### src/common/rff_pkg.sv
// Constants, register map and entry type of the receive frame FIFO.
// Assumes a 32-bit APB register bus with byte addresses.
`default_nettype none
package rff_pkg;
    // Message buffer storage
    localparam int NUM_BUF = 16;
    localparam int IDX_W = 4;
    localparam int NUM_DED = 4;
    localparam logic [7:0] LAST_BUF = 8'h0f;

    // Register byte offsets
    localparam logic [11:0] OFS_FILTER = 12'h000;
    localparam logic [11:0] OFS_MASK = 12'h004;
    localparam logic [11:0] OFS_CRIT = 12'h008;
    localparam logic [11:0] OFS_RAMCFG = 12'h00c;
    localparam logic [11:0] OFS_ERRFLG = 12'h010;
    localparam logic [11:0] OFS_STSFLG = 12'h014;
    localparam logic [11:0] OFS_STATUS = 12'h018;
    localparam logic [11:0] OFS_POP = 12'h01c;
    localparam logic [11:0] OFS_OUTHDR = 12'h020;
    localparam logic [11:0] OFS_OUTDAT = 12'h024;
    localparam logic [11:0] OFS_DEDFLG = 12'h028;
    localparam logic [11:0] OFS_DEDID0 = 12'h030;

    // Field positions
    localparam int CH_LSB = 0;
    localparam int FID_LSB = 2;
    localparam int CYF_LSB = 16;
    localparam int RSS_BIT = 23;
    localparam int RNF_BIT = 24;
    localparam int IDENT_DONT_CARE_MASK_LSB = 2;
    localparam int FFB_LSB = 0;
    localparam int LCB_LSB = 16;
    localparam int ERR_OVR_BIT = 0;
    localparam int ERR_EMPTY_BIT = 1;
    localparam int STS_NE_BIT = 0;
    localparam int STS_CL_BIT = 1;
    localparam int FSR_NE_BIT = 0;
    localparam int FSR_CL_BIT = 1;
    localparam int FSR_OVR_BIT = 2;
    localparam int FSR_FILL_LSB = 8;
    localparam int OUT_CHB_BIT = 16;
    localparam int OUT_CYC_LSB = 24;

    // Writable bits and reset values
    localparam logic [31:0] FILTER_WMASK = 32'h01ff_1fff;
    localparam logic [31:0] MASK_WMASK = 32'h0000_1ffc;
    localparam logic [31:0] FILTER_RST = 32'h0000_0000;
    localparam logic [31:0] MASK_RST = 32'h0000_0000;
    localparam logic [7:0] CRIT_RST = 8'h80;
    localparam logic [7:0] FFB_RST = 8'h00;
    localparam logic [7:0] LCB_RST = 8'h0f;

    typedef struct packed {
        logic [10:0] id;
        logic chan_b;
        logic [5:0] cycle;
        logic [31:0] data;
    } rff_entry_t;
endpackage
`default_nettype wire

### src/common/rff_store_if.sv
// Port bundle between the FIFO control and its message buffer storage.
// Assumes both ends run on the same clock.
`timescale 1ns/1ps
`default_nettype none
interface rff_store_if;
    logic wr_en;
    logic [rff_pkg::IDX_W-1:0] wr_idx;
    logic [rff_pkg::IDX_W-1:0] rd_idx;
    rff_pkg::rff_entry_t wr_entry;
    rff_pkg::rff_entry_t rd_entry;
    modport ctrl (output wr_en, wr_idx, wr_entry, rd_idx, input rd_entry);
    modport mem (input wr_en, wr_idx, wr_entry, rd_idx, output rd_entry);
endinterface
`default_nettype wire

### src/hw/rff_store.sv
// Message buffer storage of the FIFO, one entry per buffer, in flops.
// Assumes one write per cycle; reads are combinational by index.
`timescale 1ns/1ps
`default_nettype none
module rff_store (
    // Clock and reset
    input wire logic core_clk,
    input wire logic resetn,
    // Control side
    rff_store_if.mem bus
);
    rff_pkg::rff_entry_t ram_reg [rff_pkg::NUM_BUF];
    rff_pkg::rff_entry_t ram_next [rff_pkg::NUM_BUF];

    always_comb begin
        ram_next = ram_reg;
        if (bus.wr_en) begin
            ram_next[bus.wr_idx] = bus.wr_entry;
        end
    end

    always_ff @(posedge core_clk or negedge resetn) begin
        if (!resetn) begin
            for (int i = 0; i < rff_pkg::NUM_BUF; i++) begin
                ram_reg[i] <= '0;
            end
        end else begin
            ram_reg <= ram_next;
        end
    end

    assign bus.rd_entry = ram_reg[bus.rd_idx];
endmodule
`default_nettype wire

### src/hw/rff_top.sv
// Receive frame FIFO with rejection filter, dedicated buffer bypass,
// fill level, critical level, overrun and empty-access flags.
// Assumes frames arrive from protocol logic on core_clk, one per cycle.
`timescale 1ns/1ps
`default_nettype none
module rff_top (
    // Clock and reset
    input wire logic core_clk,
    input wire logic resetn,
    // APB slave
    input wire logic psel,
    input wire logic penable,
    input wire logic pwrite,
    input wire logic [11:0] paddr,
    input wire logic [31:0] pwdata,
    output logic [31:0] prdata,
    output logic pready,
    output logic pslverr,
    // Received frames from the protocol engine
    input wire logic frm_valid,
    input wire logic frm_on_a,
    input wire logic frm_on_b,
    input wire logic [10:0] frm_id,
    input wire logic [5:0] frm_cycle,
    input wire logic frm_static,
    input wire logic frm_null,
    input wire logic [31:0] frm_data,
    output logic frm_ready
);
    typedef logic [rff_pkg::IDX_W-1:0] rff_ptr_t;

    logic [31:0] filter_reg, filter_next, mask_reg, mask_next;
    logic [7:0] crit_reg, crit_next, ffb_reg, ffb_next, lcb_reg, lcb_next;
    logic [10:0] ded_id_reg [rff_pkg::NUM_DED];
    logic [10:0] ded_id_next [rff_pkg::NUM_DED];
    logic [rff_pkg::NUM_DED-1:0] ded_flg_reg, ded_flg_next, ded_hit;
    logic err_ovr_reg, err_ovr_next, err_empty_reg, err_empty_next;
    logic sts_ne_reg, sts_ne_next, sts_cl_reg, sts_cl_next;
    logic fsr_ovr_reg, fsr_ovr_next;
    logic [7:0] level_reg, level_next, depth;
    rff_ptr_t wr_ptr_reg, wr_ptr_next, rd_ptr_reg, rd_ptr_next;
    logic pend_reg, pend_next, pend_static_reg, pend_static_next;
    logic pend_null_reg, pend_null_next;
    rff_pkg::rff_entry_t pend_entry_reg, pend_entry_next;
    rff_pkg::rff_entry_t out_entry_reg, out_entry_next, cp_entry;
    logic [31:0] prdata_reg, prdata_next;
    logic cp_valid, cp_static, cp_null, pass, store_evt, overrun_evt;
    logic pop_req, pop_ok, empty_evt, eff_full, wr_acc, addr_ok;
    logic [7:0] lcb_eff;
    rff_store_if st_if ();

    function automatic logic id_rejected(input logic [10:0] frame_ident_filter,
                                         input logic [10:0] dc,
                                         input logic [10:0] id);
        id_rejected = (frame_ident_filter != 11'h000) && (((id ^ frame_ident_filter) & ~dc) == 11'h000);
    endfunction

    // Nonzero field: highest set bit sets repetition, lower bits the base
    function automatic logic cycle_hit(input logic [6:0] cycle_filter,
                                       input logic [5:0] cyc);
        int k;
        logic [6:0] m;
        k = 0;
        for (int i = 0; i < 7; i++) begin
            if (cycle_filter[i]) begin
                k = i;
            end
        end
        m = 7'((7'h01 << k) - 7'h01);
        cycle_hit = (cycle_filter == 7'h00) || ((({1'b0, cyc} ^ cycle_filter) & m) == 7'h00);
    endfunction

    function automatic rff_ptr_t ptr_inc(input rff_ptr_t p,
                                         input logic [7:0] d);
        ptr_inc = (({4'h0, p} + 8'h01) >= d) ? '0 : p + 4'h1;
    endfunction

    function automatic logic crit_on(input logic [7:0] lvl,
                                     input logic [7:0] cl);
        crit_on = (lvl != 8'h00) && (lvl >= cl);
    endfunction

    assign frm_ready = !pend_reg;
    assign pready = 1'b1;
    assign prdata = prdata_reg;
    assign wr_acc = psel && penable && pwrite;
    assign pslverr = psel && penable && !addr_ok;

    // FIFO depth is last-first+1, stored from buffer 0 up; dedicated ids are those below first
    assign lcb_eff = (lcb_reg > rff_pkg::LAST_BUF) ? rff_pkg::LAST_BUF
                                                   : lcb_reg;
    assign depth = (lcb_eff >= ffb_reg) ? 8'(lcb_eff - ffb_reg + 8'h01)
                                        : 8'h00;

    always_comb begin
        // Current copy: a held channel B copy goes before new frames
        cp_valid = pend_reg || (frm_valid && (frm_on_a || frm_on_b));
        cp_entry = pend_reg ? pend_entry_reg
                            : {frm_id, !frm_on_a, frm_cycle, frm_data};
        cp_static = pend_reg ? pend_static_reg : frm_static;
        cp_null = pend_reg ? pend_null_reg : frm_null;
        pend_next = !pend_reg && frm_valid && frm_on_a && frm_on_b;
        pend_entry_next = {frm_id, 1'b1, frm_cycle, frm_data};
        pend_static_next = frm_static;
        pend_null_next = frm_null;
        for (int i = 0; i < rff_pkg::NUM_DED; i++) begin
            ded_hit[i] = cp_valid && (i < int'(ffb_reg)) &&
                         (ded_id_reg[i] != 11'h000) &&
                         (ded_id_reg[i] == cp_entry.id);
        end
        pass = !(cycle_hit(filter_reg[rff_pkg::CYF_LSB +: 7],
                           cp_entry.cycle) &&
                 (filter_reg[rff_pkg::CH_LSB + int'(cp_entry.chan_b)] ||
                  id_rejected(filter_reg[rff_pkg::FID_LSB +: 11],
                              mask_reg[rff_pkg::IDENT_DONT_CARE_MASK_LSB +: 11],
                              cp_entry.id))) &&
               !(filter_reg[rff_pkg::RSS_BIT] && cp_static) &&
               !(filter_reg[rff_pkg::RNF_BIT] && cp_static && cp_null);
        // Null frame handling above
        store_evt = cp_valid && (ded_hit == '0) && pass &&
                    (depth != 8'h00);
        pop_req = wr_acc && (paddr == rff_pkg::OFS_POP) &&
                  (pwdata[7:0] == ffb_reg);
        pop_ok = pop_req && (level_reg != 8'h00);
        empty_evt = pop_req && (level_reg == 8'h00);
        eff_full = (level_reg == depth) && !pop_ok;
        overrun_evt = store_evt && eff_full;
        // Pointers and fill level
        wr_ptr_next = store_evt ? ptr_inc(wr_ptr_reg, depth) : wr_ptr_reg;
        rd_ptr_next = (pop_ok || overrun_evt) ? ptr_inc(rd_ptr_reg, depth)
                                              : rd_ptr_reg;
        level_next = level_reg;
        if (store_evt && !eff_full && !pop_ok) begin
            level_next = level_reg + 8'h01;
        end else if (pop_ok && !store_evt) begin
            level_next = level_reg - 8'h01;
        end // Overrun leaves the level at depth
        out_entry_next = pop_ok ? st_if.rd_entry : out_entry_reg;
        // Flags; a setting event beats a clear in the same cycle, except that a RAMCFG write zeroes NE and CL and a CRIT write above the level zeroes CL
        err_ovr_next = (err_ovr_reg && !pop_ok &&
                        !(wr_acc && paddr == rff_pkg::OFS_ERRFLG &&
                          pwdata[rff_pkg::ERR_OVR_BIT])) ||
                       overrun_evt;
        fsr_ovr_next = (fsr_ovr_reg && !pop_ok) || overrun_evt;
        err_empty_next = (err_empty_reg &&
                          !(wr_acc && paddr == rff_pkg::OFS_ERRFLG &&
                            pwdata[rff_pkg::ERR_EMPTY_BIT])) || empty_evt;
        sts_ne_next = (sts_ne_reg && (level_next != 8'h00) &&
                       !(wr_acc && paddr == rff_pkg::OFS_STSFLG &&
                         pwdata[rff_pkg::STS_NE_BIT])) ||
                      (store_evt && level_reg == 8'h00);
        sts_cl_next = (sts_cl_reg && crit_on(level_next, crit_reg) &&
                       !(wr_acc && paddr == rff_pkg::OFS_STSFLG &&
                         pwdata[rff_pkg::STS_CL_BIT])) ||
                      (crit_on(level_next, crit_reg) &&
                       !crit_on(level_reg, crit_reg));
        ded_flg_next = ded_flg_reg | ded_hit;
        // Configuration writes
        filter_next = filter_reg;
        mask_next = mask_reg;
        crit_next = crit_reg;
        ffb_next = ffb_reg;
        lcb_next = lcb_reg;
        ded_id_next = ded_id_reg;
        if (wr_acc) begin
            if (paddr == rff_pkg::OFS_FILTER) begin
                filter_next = pwdata & rff_pkg::FILTER_WMASK;
            end else if (paddr == rff_pkg::OFS_MASK) begin
                mask_next = pwdata & rff_pkg::MASK_WMASK;
            end else if (paddr == rff_pkg::OFS_CRIT) begin
                crit_next = pwdata[7:0];
                sts_cl_next = sts_cl_next && crit_on(level_next, pwdata[7:0]);
            end else if (paddr == rff_pkg::OFS_RAMCFG) begin
                // Reshaping the ring drops its content
                ffb_next = pwdata[rff_pkg::FFB_LSB +: 8];
                lcb_next = pwdata[rff_pkg::LCB_LSB +: 8];
                wr_ptr_next = '0;
                rd_ptr_next = '0;
                level_next = 8'h00;
                fsr_ovr_next = overrun_evt;
                sts_ne_next = 1'b0;
                sts_cl_next = 1'b0;
            end else if (paddr == rff_pkg::OFS_DEDFLG) begin
                ded_flg_next = (ded_flg_reg &
                                ~pwdata[rff_pkg::NUM_DED-1:0]) | ded_hit;
            end else begin
                for (int i = 0; i < rff_pkg::NUM_DED; i++) begin
                    if (paddr == rff_pkg::OFS_DEDID0 + 12'(4 * i)) begin
                        ded_id_next[i] = pwdata[10:0];
                    end
                end
            end
        end
    end

    always_ff @(posedge core_clk or negedge resetn) begin
        if (!resetn) begin
            filter_reg <= rff_pkg::FILTER_RST;
            mask_reg <= rff_pkg::MASK_RST;
            crit_reg <= rff_pkg::CRIT_RST;
            ffb_reg <= rff_pkg::FFB_RST;
            lcb_reg <= rff_pkg::LCB_RST;
            for (int i = 0; i < rff_pkg::NUM_DED; i++) begin
                ded_id_reg[i] <= 11'h000;
            end
            ded_flg_reg <= '0;
            err_ovr_reg <= 1'b0;
            err_empty_reg <= 1'b0;
            sts_ne_reg <= 1'b0;
            sts_cl_reg <= 1'b0;
            fsr_ovr_reg <= 1'b0;
            level_reg <= 8'h00;
            wr_ptr_reg <= '0;
            rd_ptr_reg <= '0;
            pend_reg <= 1'b0;
            pend_entry_reg <= '0;
            pend_static_reg <= 1'b0;
            pend_null_reg <= 1'b0;
            out_entry_reg <= '0;
        end else begin
            filter_reg <= filter_next;
            mask_reg <= mask_next;
            crit_reg <= crit_next;
            ffb_reg <= ffb_next;
            lcb_reg <= lcb_next;
            ded_id_reg <= ded_id_next;
            ded_flg_reg <= ded_flg_next;
            err_ovr_reg <= err_ovr_next;
            err_empty_reg <= err_empty_next;
            sts_ne_reg <= sts_ne_next;
            sts_cl_reg <= sts_cl_next;
            fsr_ovr_reg <= fsr_ovr_next;
            level_reg <= level_next;
            wr_ptr_reg <= wr_ptr_next;
            rd_ptr_reg <= rd_ptr_next;
            pend_reg <= pend_next;
            pend_entry_reg <= pend_entry_next;
            pend_static_reg <= pend_static_next;
            pend_null_reg <= pend_null_next;
            out_entry_reg <= out_entry_next;
        end
    end

    assign st_if.wr_en = store_evt;
    assign st_if.wr_idx = wr_ptr_reg;
    assign st_if.wr_entry = cp_entry;
    assign st_if.rd_idx = rd_ptr_reg;

    rff_store u_store (
        .core_clk(core_clk),
        .resetn(resetn),
        .bus(st_if.mem)
    );

    // Read data is captured in the setup cycle and held for the access
    always_comb begin
        prdata_next = prdata_reg;
        addr_ok = 1'b1;
        if (paddr == rff_pkg::OFS_FILTER) begin
            prdata_next = filter_reg;
        end else if (paddr == rff_pkg::OFS_MASK) begin
            prdata_next = mask_reg;
        end else if (paddr == rff_pkg::OFS_CRIT) begin
            prdata_next = {24'h000000, crit_reg};
        end else if (paddr == rff_pkg::OFS_RAMCFG) begin
            prdata_next = {8'h00, lcb_reg, 8'h00, ffb_reg};
        end else if (paddr == rff_pkg::OFS_ERRFLG) begin
            prdata_next = '0;
            prdata_next[rff_pkg::ERR_OVR_BIT] = err_ovr_reg;
            prdata_next[rff_pkg::ERR_EMPTY_BIT] = err_empty_reg;
        end else if (paddr == rff_pkg::OFS_STSFLG) begin
            prdata_next = '0;
            prdata_next[rff_pkg::STS_NE_BIT] = sts_ne_reg;
            prdata_next[rff_pkg::STS_CL_BIT] = sts_cl_reg;
        end else if (paddr == rff_pkg::OFS_STATUS) begin
            prdata_next = '0;
            prdata_next[rff_pkg::FSR_NE_BIT] = level_reg != 8'h00;
            prdata_next[rff_pkg::FSR_CL_BIT] = crit_on(level_reg, crit_reg);
            prdata_next[rff_pkg::FSR_OVR_BIT] = fsr_ovr_reg;
            prdata_next[rff_pkg::FSR_FILL_LSB +: 8] = level_reg;
        end else if (paddr == rff_pkg::OFS_POP) begin
            prdata_next = '0;
        end else if (paddr == rff_pkg::OFS_OUTHDR) begin
            prdata_next = '0;
            prdata_next[10:0] = out_entry_reg.id;
            prdata_next[rff_pkg::OUT_CHB_BIT] = out_entry_reg.chan_b;
            prdata_next[rff_pkg::OUT_CYC_LSB +: 6] = out_entry_reg.cycle;
        end else if (paddr == rff_pkg::OFS_OUTDAT) begin
            prdata_next = out_entry_reg.data;
        end else if (paddr == rff_pkg::OFS_DEDFLG) begin
            prdata_next = {28'h0000000, ded_flg_reg};
        end else if (paddr[11:4] == rff_pkg::OFS_DEDID0[11:4] &&
                     paddr[1:0] == 2'b00) begin
            prdata_next = {21'h0, ded_id_reg[paddr[3:2]]};
        end else begin
            prdata_next = '0;
            addr_ok = 1'b0;
        end
        if (!(psel && !penable)) begin
            prdata_next = prdata_reg;
        end
    end

    always_ff @(posedge core_clk or negedge resetn) begin
        if (!resetn) begin
            prdata_reg <= 32'h0000_0000;
        end else begin
            prdata_reg <= prdata_next;
        end
    end
endmodule
`default_nettype wire

### config.mk
export PLATFORM = sky130hd
export DESIGN_NAME = rff_top
export DESIGN_NICKNAME = d
export VERILOG_FILES = /design/src/common/rff_pkg.sv /design/src/common/rff_store_if.sv /design/src/hw/rff_store.sv /design/src/hw/rff_top.sv
export SDC_FILE = /design/constraint.sdc
export NUM_CORES = 2
export LEC_CHECK = 0
export BUFFER_PORTS_ARGS = -buffer_cell sky130_fd_sc_hd__buf_2
export CAP_MARGIN = 10
export CORE_MARGIN = 2
export CORE_UTILIZATION = 39
export DETAILED_ROUTE_END_ITERATION = 7
export GPL_TIMING_DRIVEN = 0
export SLEW_MARGIN = 20
export SYNTH_ARGS = -nofsm -noshare
export SYNTH_HDL_FRONTEND = slang
export SYNTH_SLANG_ARGS = --single-unit
### constraint.sdc
create_clock -name core_clk -period 8.6 [get_ports core_clk]
set_clock_uncertainty 0.1 [all_clocks]
set_input_delay 1.72 -clock core_clk [delete_from_list [all_inputs] [get_ports core_clk]]
set_output_delay 1.72 -clock core_clk [all_outputs]
set_load 0.01 [all_outputs]
==> results.env <==
DIE_AREA_MM2=0.127
CRITICAL_PATH_START_END_CLASSIFICATION='reg -> reg'
WORST-ENDPOINT-REQUIRED_NS=9.06
MIN_PERIOD_OVER_PERIOD=0.890
AREAGROWTHSYNTHTOFINISH_PCT=14.6
MULTIPLEXER_SHARE_OF_THE_SYNTHESIZED_AREA=0.152
DR.FIRST_ITER.DRC_COUNT=3270
SLEW_HEADROOM=0.235
FINAL_MAX_SLEW_VIOL_COUNT=0
CTS.REPAIR_TIMING.SETUP_BUFFER_COUNT=0
GRT_MAX_DEGREE=138
POST_ROUTE_CELLS_DRIVE_ABOVE_1_SHARE=0.167
LAYOUT.CELL_AREA.NON_FILLER_MM2=0.0553
DRT_FIRST_PASS_ITERS=7
SYNTHESIS.AREA_MM2=0.0483
COMBINATIONAL_FAMILY_WITH_THE_MOST_AREA_AFTER_SYNTHESIS='multiplexers'
SYNTH_FLOP_CELL='sky130_fd_sc_hd__dfrtp_1'
CLK_LATENCY_NS=0.71
ROUTED_WIRELENGTH_MM=154
SYNTH_SEQUENTIAL_AREA_RATIO=0.550
ROUTE.DETAILED.VIAS_PER_INST=5.60
PLACEMENT.IO_BUFFERS=123
ROW_COUNT=129
CRITICAL_PATH.MAX_FANOUT=6
DETAILROUTE.VIA_COUNT=35600
CRITICAL_PATH_ARRIVAL_NS=8.12
SYNTH_SIMPLE_GATE_AREA_FRAC=0.114
FINALHOLDWORSTSLACK_NS=0.367
FMAX_MHz=131
CTS_MAX_PATH_BUFFERS=3
DIE_H_UM=356
SYNTHESIS.YOSYS.WARNINGS=0
GRT_PASS1_WL_MM=235
PERIOD_MINUS_SLACK_NS=7.66
DESIGN.CORE.AREA_MM2=0.123
OUTCOME='complete, no violations'
SYNTHDISTINCTLIBCELLS=80
CAP_VIOL_MAX_COUNT=0
CLK_ROOT_BUFFER_CELL='sky130_fd_sc_hd__clkbuf_16'
PLACE_HPWL_MM=113
TOTALPOWERFINAL_mW=10.7
CTS_HOLD_BUF=0
R2R-START='lcb_reg[6]$_DFFE_PN0P_'
TIMING.HOLD.WORST.CLASS='reg -> reg'
NUMBER_OF_ENABLE_TYPE_REGISTER_CELLS_IN_THE_SYNTHESIZED_NETLIST=0
INITIAL_ANTENNA_VIOLATION_COUNT=8
FINAL-HOLD-VIOLATION-COUNT=0
FP.DIEW_UM=356
FIRST_GLOBAL_VIAS=35900
POST_SYNTH.CELL_AREA_AVG_UM2=11.0
START_KIND='flop'
SYNTH_ASYNC_SR_FLOP_SHARE=1.00
WORST_PATH_CLK_SLEW_NS=0.06
RSZ0062_AT_GRT='no'
SYNTH_AREA_LEADERS='sky130_fd_sc_hd__dfrtp_1, sky130_fd_sc_hd__mux4_2, sky130_fd_sc_hd__o21ai_0'
WORSTMARGINPINSLEW_NS=1.12
SYNTH_XOR_AREA_FRAC=0.0139
MULTIINPUTGATEAREA_MM2=0.0201
GPL_WTD_CONG=0.932
IOS=138
FINALWORSTSETUPSLACK_NS=0.942
CTS_MADE_BUFFERS=111
LEAKAGE_nW=24.3
SYNTH_COMPOUND_GATE_AREA_SHARE=0.119
YOSYS.AREA_SHARE.ADDER=0.0169
FLIP_FLOP_COUNT_OF_THE_LARGEST_REGISTER_AFTER_LAYOUT=800
NUMBER_OF_H_TREE_BRANCHING_LEVELS=3
DP_SLACK_NS=0.910
GLOBALROUTETOTALUTIL=0.246
CELL_TYPE_WITH_THE_LARGEST_TOTAL_AREA_AFTER_SYNTHESIS='sky130_fd_sc_hd__dfrtp_1'
CLOCK-SINKS=1061
CTS_TREE='built'
WORSTSETUPENDPOINTTYPE='flop'
DPL-INSTANCE-AREA_MM2=0.0513
NNETSFINAL=4796
SEQCELLAREA_MM2=0.0266
SYNTHDOMINANTCELLAREASHARE=0.547
POWER_DENSITY_mW_PER_MM2=193
DETAIL_ROUTE.WL_PER_CELL_UM=24.3
INITIAL_UTIL=0.392
CRITPATHLAUNCH='lcb_reg[6]$_DFFE_PN0P_'
DRC=0
SETUP-TNS-FINAL_NS=0
SETUP_VIOL_COUNT_FINAL=0
GLOBALROUTE.TOTALOVERFLOW=0
WORST_HOLD_STARTPOINT='lcb_reg[0]$_DFFE_PN1P_'
NETLIST_INSTANCES=4377
LAYOUT.FILLER_CELLS=11600
VDD_IR_DROP_MAX_uV=164
SYNTH_SEQ_CELLS=1061
DETAIL-ROUTE-ANTENNA-NETS=0
POST_CTS.RESIZED_INSTANCES=0
## final timing paths
path / end / slack [ns] / cells past startpoint
min reg2reg: lcb_reg[0]$_DFFE_PN1P_ / 0.37 / 2
max reg2reg: sts_cl_reg$_DFF_PN0_ / 0.94 / 27
max in group asynchronous: pend_entry_reg[24]$_DFF_PN0_ / 4.53 / 6
max: sts_cl_reg$_DFF_PN0_ / 0.94 / 27
min in group asynchronous: ded_id_reg[7]$_DFFE_PN0P_ / 0.80 / 1
min: lcb_reg[0]$_DFFE_PN1P_ / 0.37 / 2
## power breakdown
| part | switching, mW | internal (mW) | total, mW |
|---|---|---|---|
| clock network | 2.10 | 3.18 | 5.28 |
| registers | 0.00791 | 5.01 | 5.02 |
| logic | 0.298 | 0.0934 | 0.391 |
| total | 2.41 | 8.28 | 10.7 |
## placed cells by master, fill, tap and decap left out, types with 10 or more instances in the layout
cell,netlist,routed
sky130_fd_sc_hd__and2_1,16,16
sky130_fd_sc_hd__nor3_1,18,17
sky130_fd_sc_hd__nand2b_1,23,23
sky130_fd_sc_hd__clkbuf_16,0,112
sky130_fd_sc_hd__o21ai_1,10,10
sky130_fd_sc_hd__a21o_1,31,31
sky130_fd_sc_hd__mux2i_1,55,54
sky130_fd_sc_hd__inv_1,40,40
sky130_fd_sc_hd__a21oi_1,45,44
sky130_fd_sc_hd__o21ai_0,858,858
sky130_fd_sc_hd__nor2_1,58,58
sky130_fd_sc_hd__nand4_1,11,11
sky130_fd_sc_hd__xor2_1,28,28
sky130_fd_sc_hd__mux4_2,263,263
sky130_fd_sc_hd__dfrtp_1,1056,1056
sky130_fd_sc_hd__nor4_1,27,26
sky130_fd_sc_hd__xnor2_1,46,46
sky130_fd_sc_hd__bufinv_16,0,18
sky130_fd_sc_hd__clkinv_2,0,20
sky130_fd_sc_hd__nand2_1,1090,1090
sky130_fd_sc_hd__buf_2,92,216
sky130_fd_sc_hd__and3_1,10,10
sky130_fd_sc_hd__mux2_2,69,69
sky130_fd_sc_hd__buf_1,24,20
sky130_fd_sc_hd__nand3_1,24,24
sky130_fd_sc_hd__ha_1,59,59
sky130_fd_sc_hd__nor2b_1,11,11
sky130_fd_sc_hd__a22o_1,11,11
sky130_fd_sc_hd__clkbuf_8,0,28
sky130_fd_sc_hd__clkbuf_1,237,252
sky130_fd_sc_hd__a22oi_1,22,22
## worst max-delay path: stages, from the launching register on
cell and delay (ns):
sky130_fd_sc_hd__dfrtp_1 0.41, sky130_fd_sc_hd__nor4_1 0.61, sky130_fd_sc_hd__nand2b_1 0.19, sky130_fd_sc_hd__ha_1 0.36, sky130_fd_sc_hd__inv_1 0.05, sky130_fd_sc_hd__ha_1 0.21, sky130_fd_sc_hd__fa_1 0.51, sky130_fd_sc_hd__a211oi_1 0.45
sky130_fd_sc_hd__nor4_1 0.12, sky130_fd_sc_hd__nor4b_2 0.46, sky130_fd_sc_hd__nor4b_1 0.11, sky130_fd_sc_hd__o311ai_1 0.90, sky130_fd_sc_hd__and3_1 0.28, sky130_fd_sc_hd__clkbuf_1 0.23, sky130_fd_sc_hd__nor2_1 0.12, sky130_fd_sc_hd__xnor2_1 0.42
sky130_fd_sc_hd__ha_1 0.32, sky130_fd_sc_hd__nand2b_1 0.14, sky130_fd_sc_hd__a21o_1 0.18, sky130_fd_sc_hd__a21o_1 0.17, sky130_fd_sc_hd__a21o_1 0.18, sky130_fd_sc_hd__a21o_1 0.19, sky130_fd_sc_hd__a21o_1 0.17, sky130_fd_sc_hd__a21o_1 0.16
sky130_fd_sc_hd__a21oi_1 0.13, sky130_fd_sc_hd__a21oi_1 0.10, sky130_fd_sc_hd__o311ai_0 0.12, sky130_fd_sc_hd__a21oi_1 0.10
## through the flow
step                std cells   util
global route             6362  0.449
CTS                      6361  0.449
global placement         6143  0.413
finish                   6363  0.449
detailed placement       6154  0.416
floorplan                4383      -
## cells by family (layout without fill, tap and decap cells)
| kind of cell | count (synthesis) | count (layout) |
|---|---|---|
| fa+ha+maj | 63 | 63 |
| other cells | 2 | 10 |
| mux | 392 | 392 |
| xor+xnor | 75 | 75 |
| flops | 1061 | 1061 |
| simple gates | 1328 | 1328 |
| buf+inv | 399 | 740 |
| compound gates | 1057 | 1057 |
## per-layer routing
| layer | GRT usage | vias to the layer above | wire length, um |
|---|---|---|---|
| met2 | 0.390 | 1264 | 72100 |
| li1 | - | 15900 | - |
| met3 | 0.0437 | 252 | 10500 |
| met5 | 0 | - | 0 |
| met1 | 0.333 | 18200 | 64800 |
| met4 | 0.106 | 0 | 7020 |
## synth_stat cells (all sizes together), types with 4 or more instances
cell,instances
and2,18
nand2,1090
and3,10
nand3,24
nor2b,12
o21a,5
nand3b,4
o2111ai,5
nor3b,5
dfstp,5
clkbuf,237
o211ai,6
o221ai,8
nor3,18
a31oi,9
buf,122
mux2i,60
o21ai,868
dfrtp,1056
fa,4
a22oi,22
a22o,11
a2111oi,4
inv,40
a21o,31
xor2,28
nor4,29
xnor2,46
mux4,263
nand2b,23
nand4,11
nor2,58
mux2,69
a21oi,45
or4,9
o31ai,4
a222oi,9
ha,59
a211oi,6
## layout make-up
type,count,area share
buffer,359,0.0273
clock inverter,47,0.0137
inverter,40,0.00271
antenna,2,0.0000905
tap,1637,0.0370
multi-input combinational,2923,0.364
sequential,1061,0.480
timing repair buffer,134,0.0163
clock buffer,160,0.0590
Note: power is estimated with default switching activity, not from simulation.
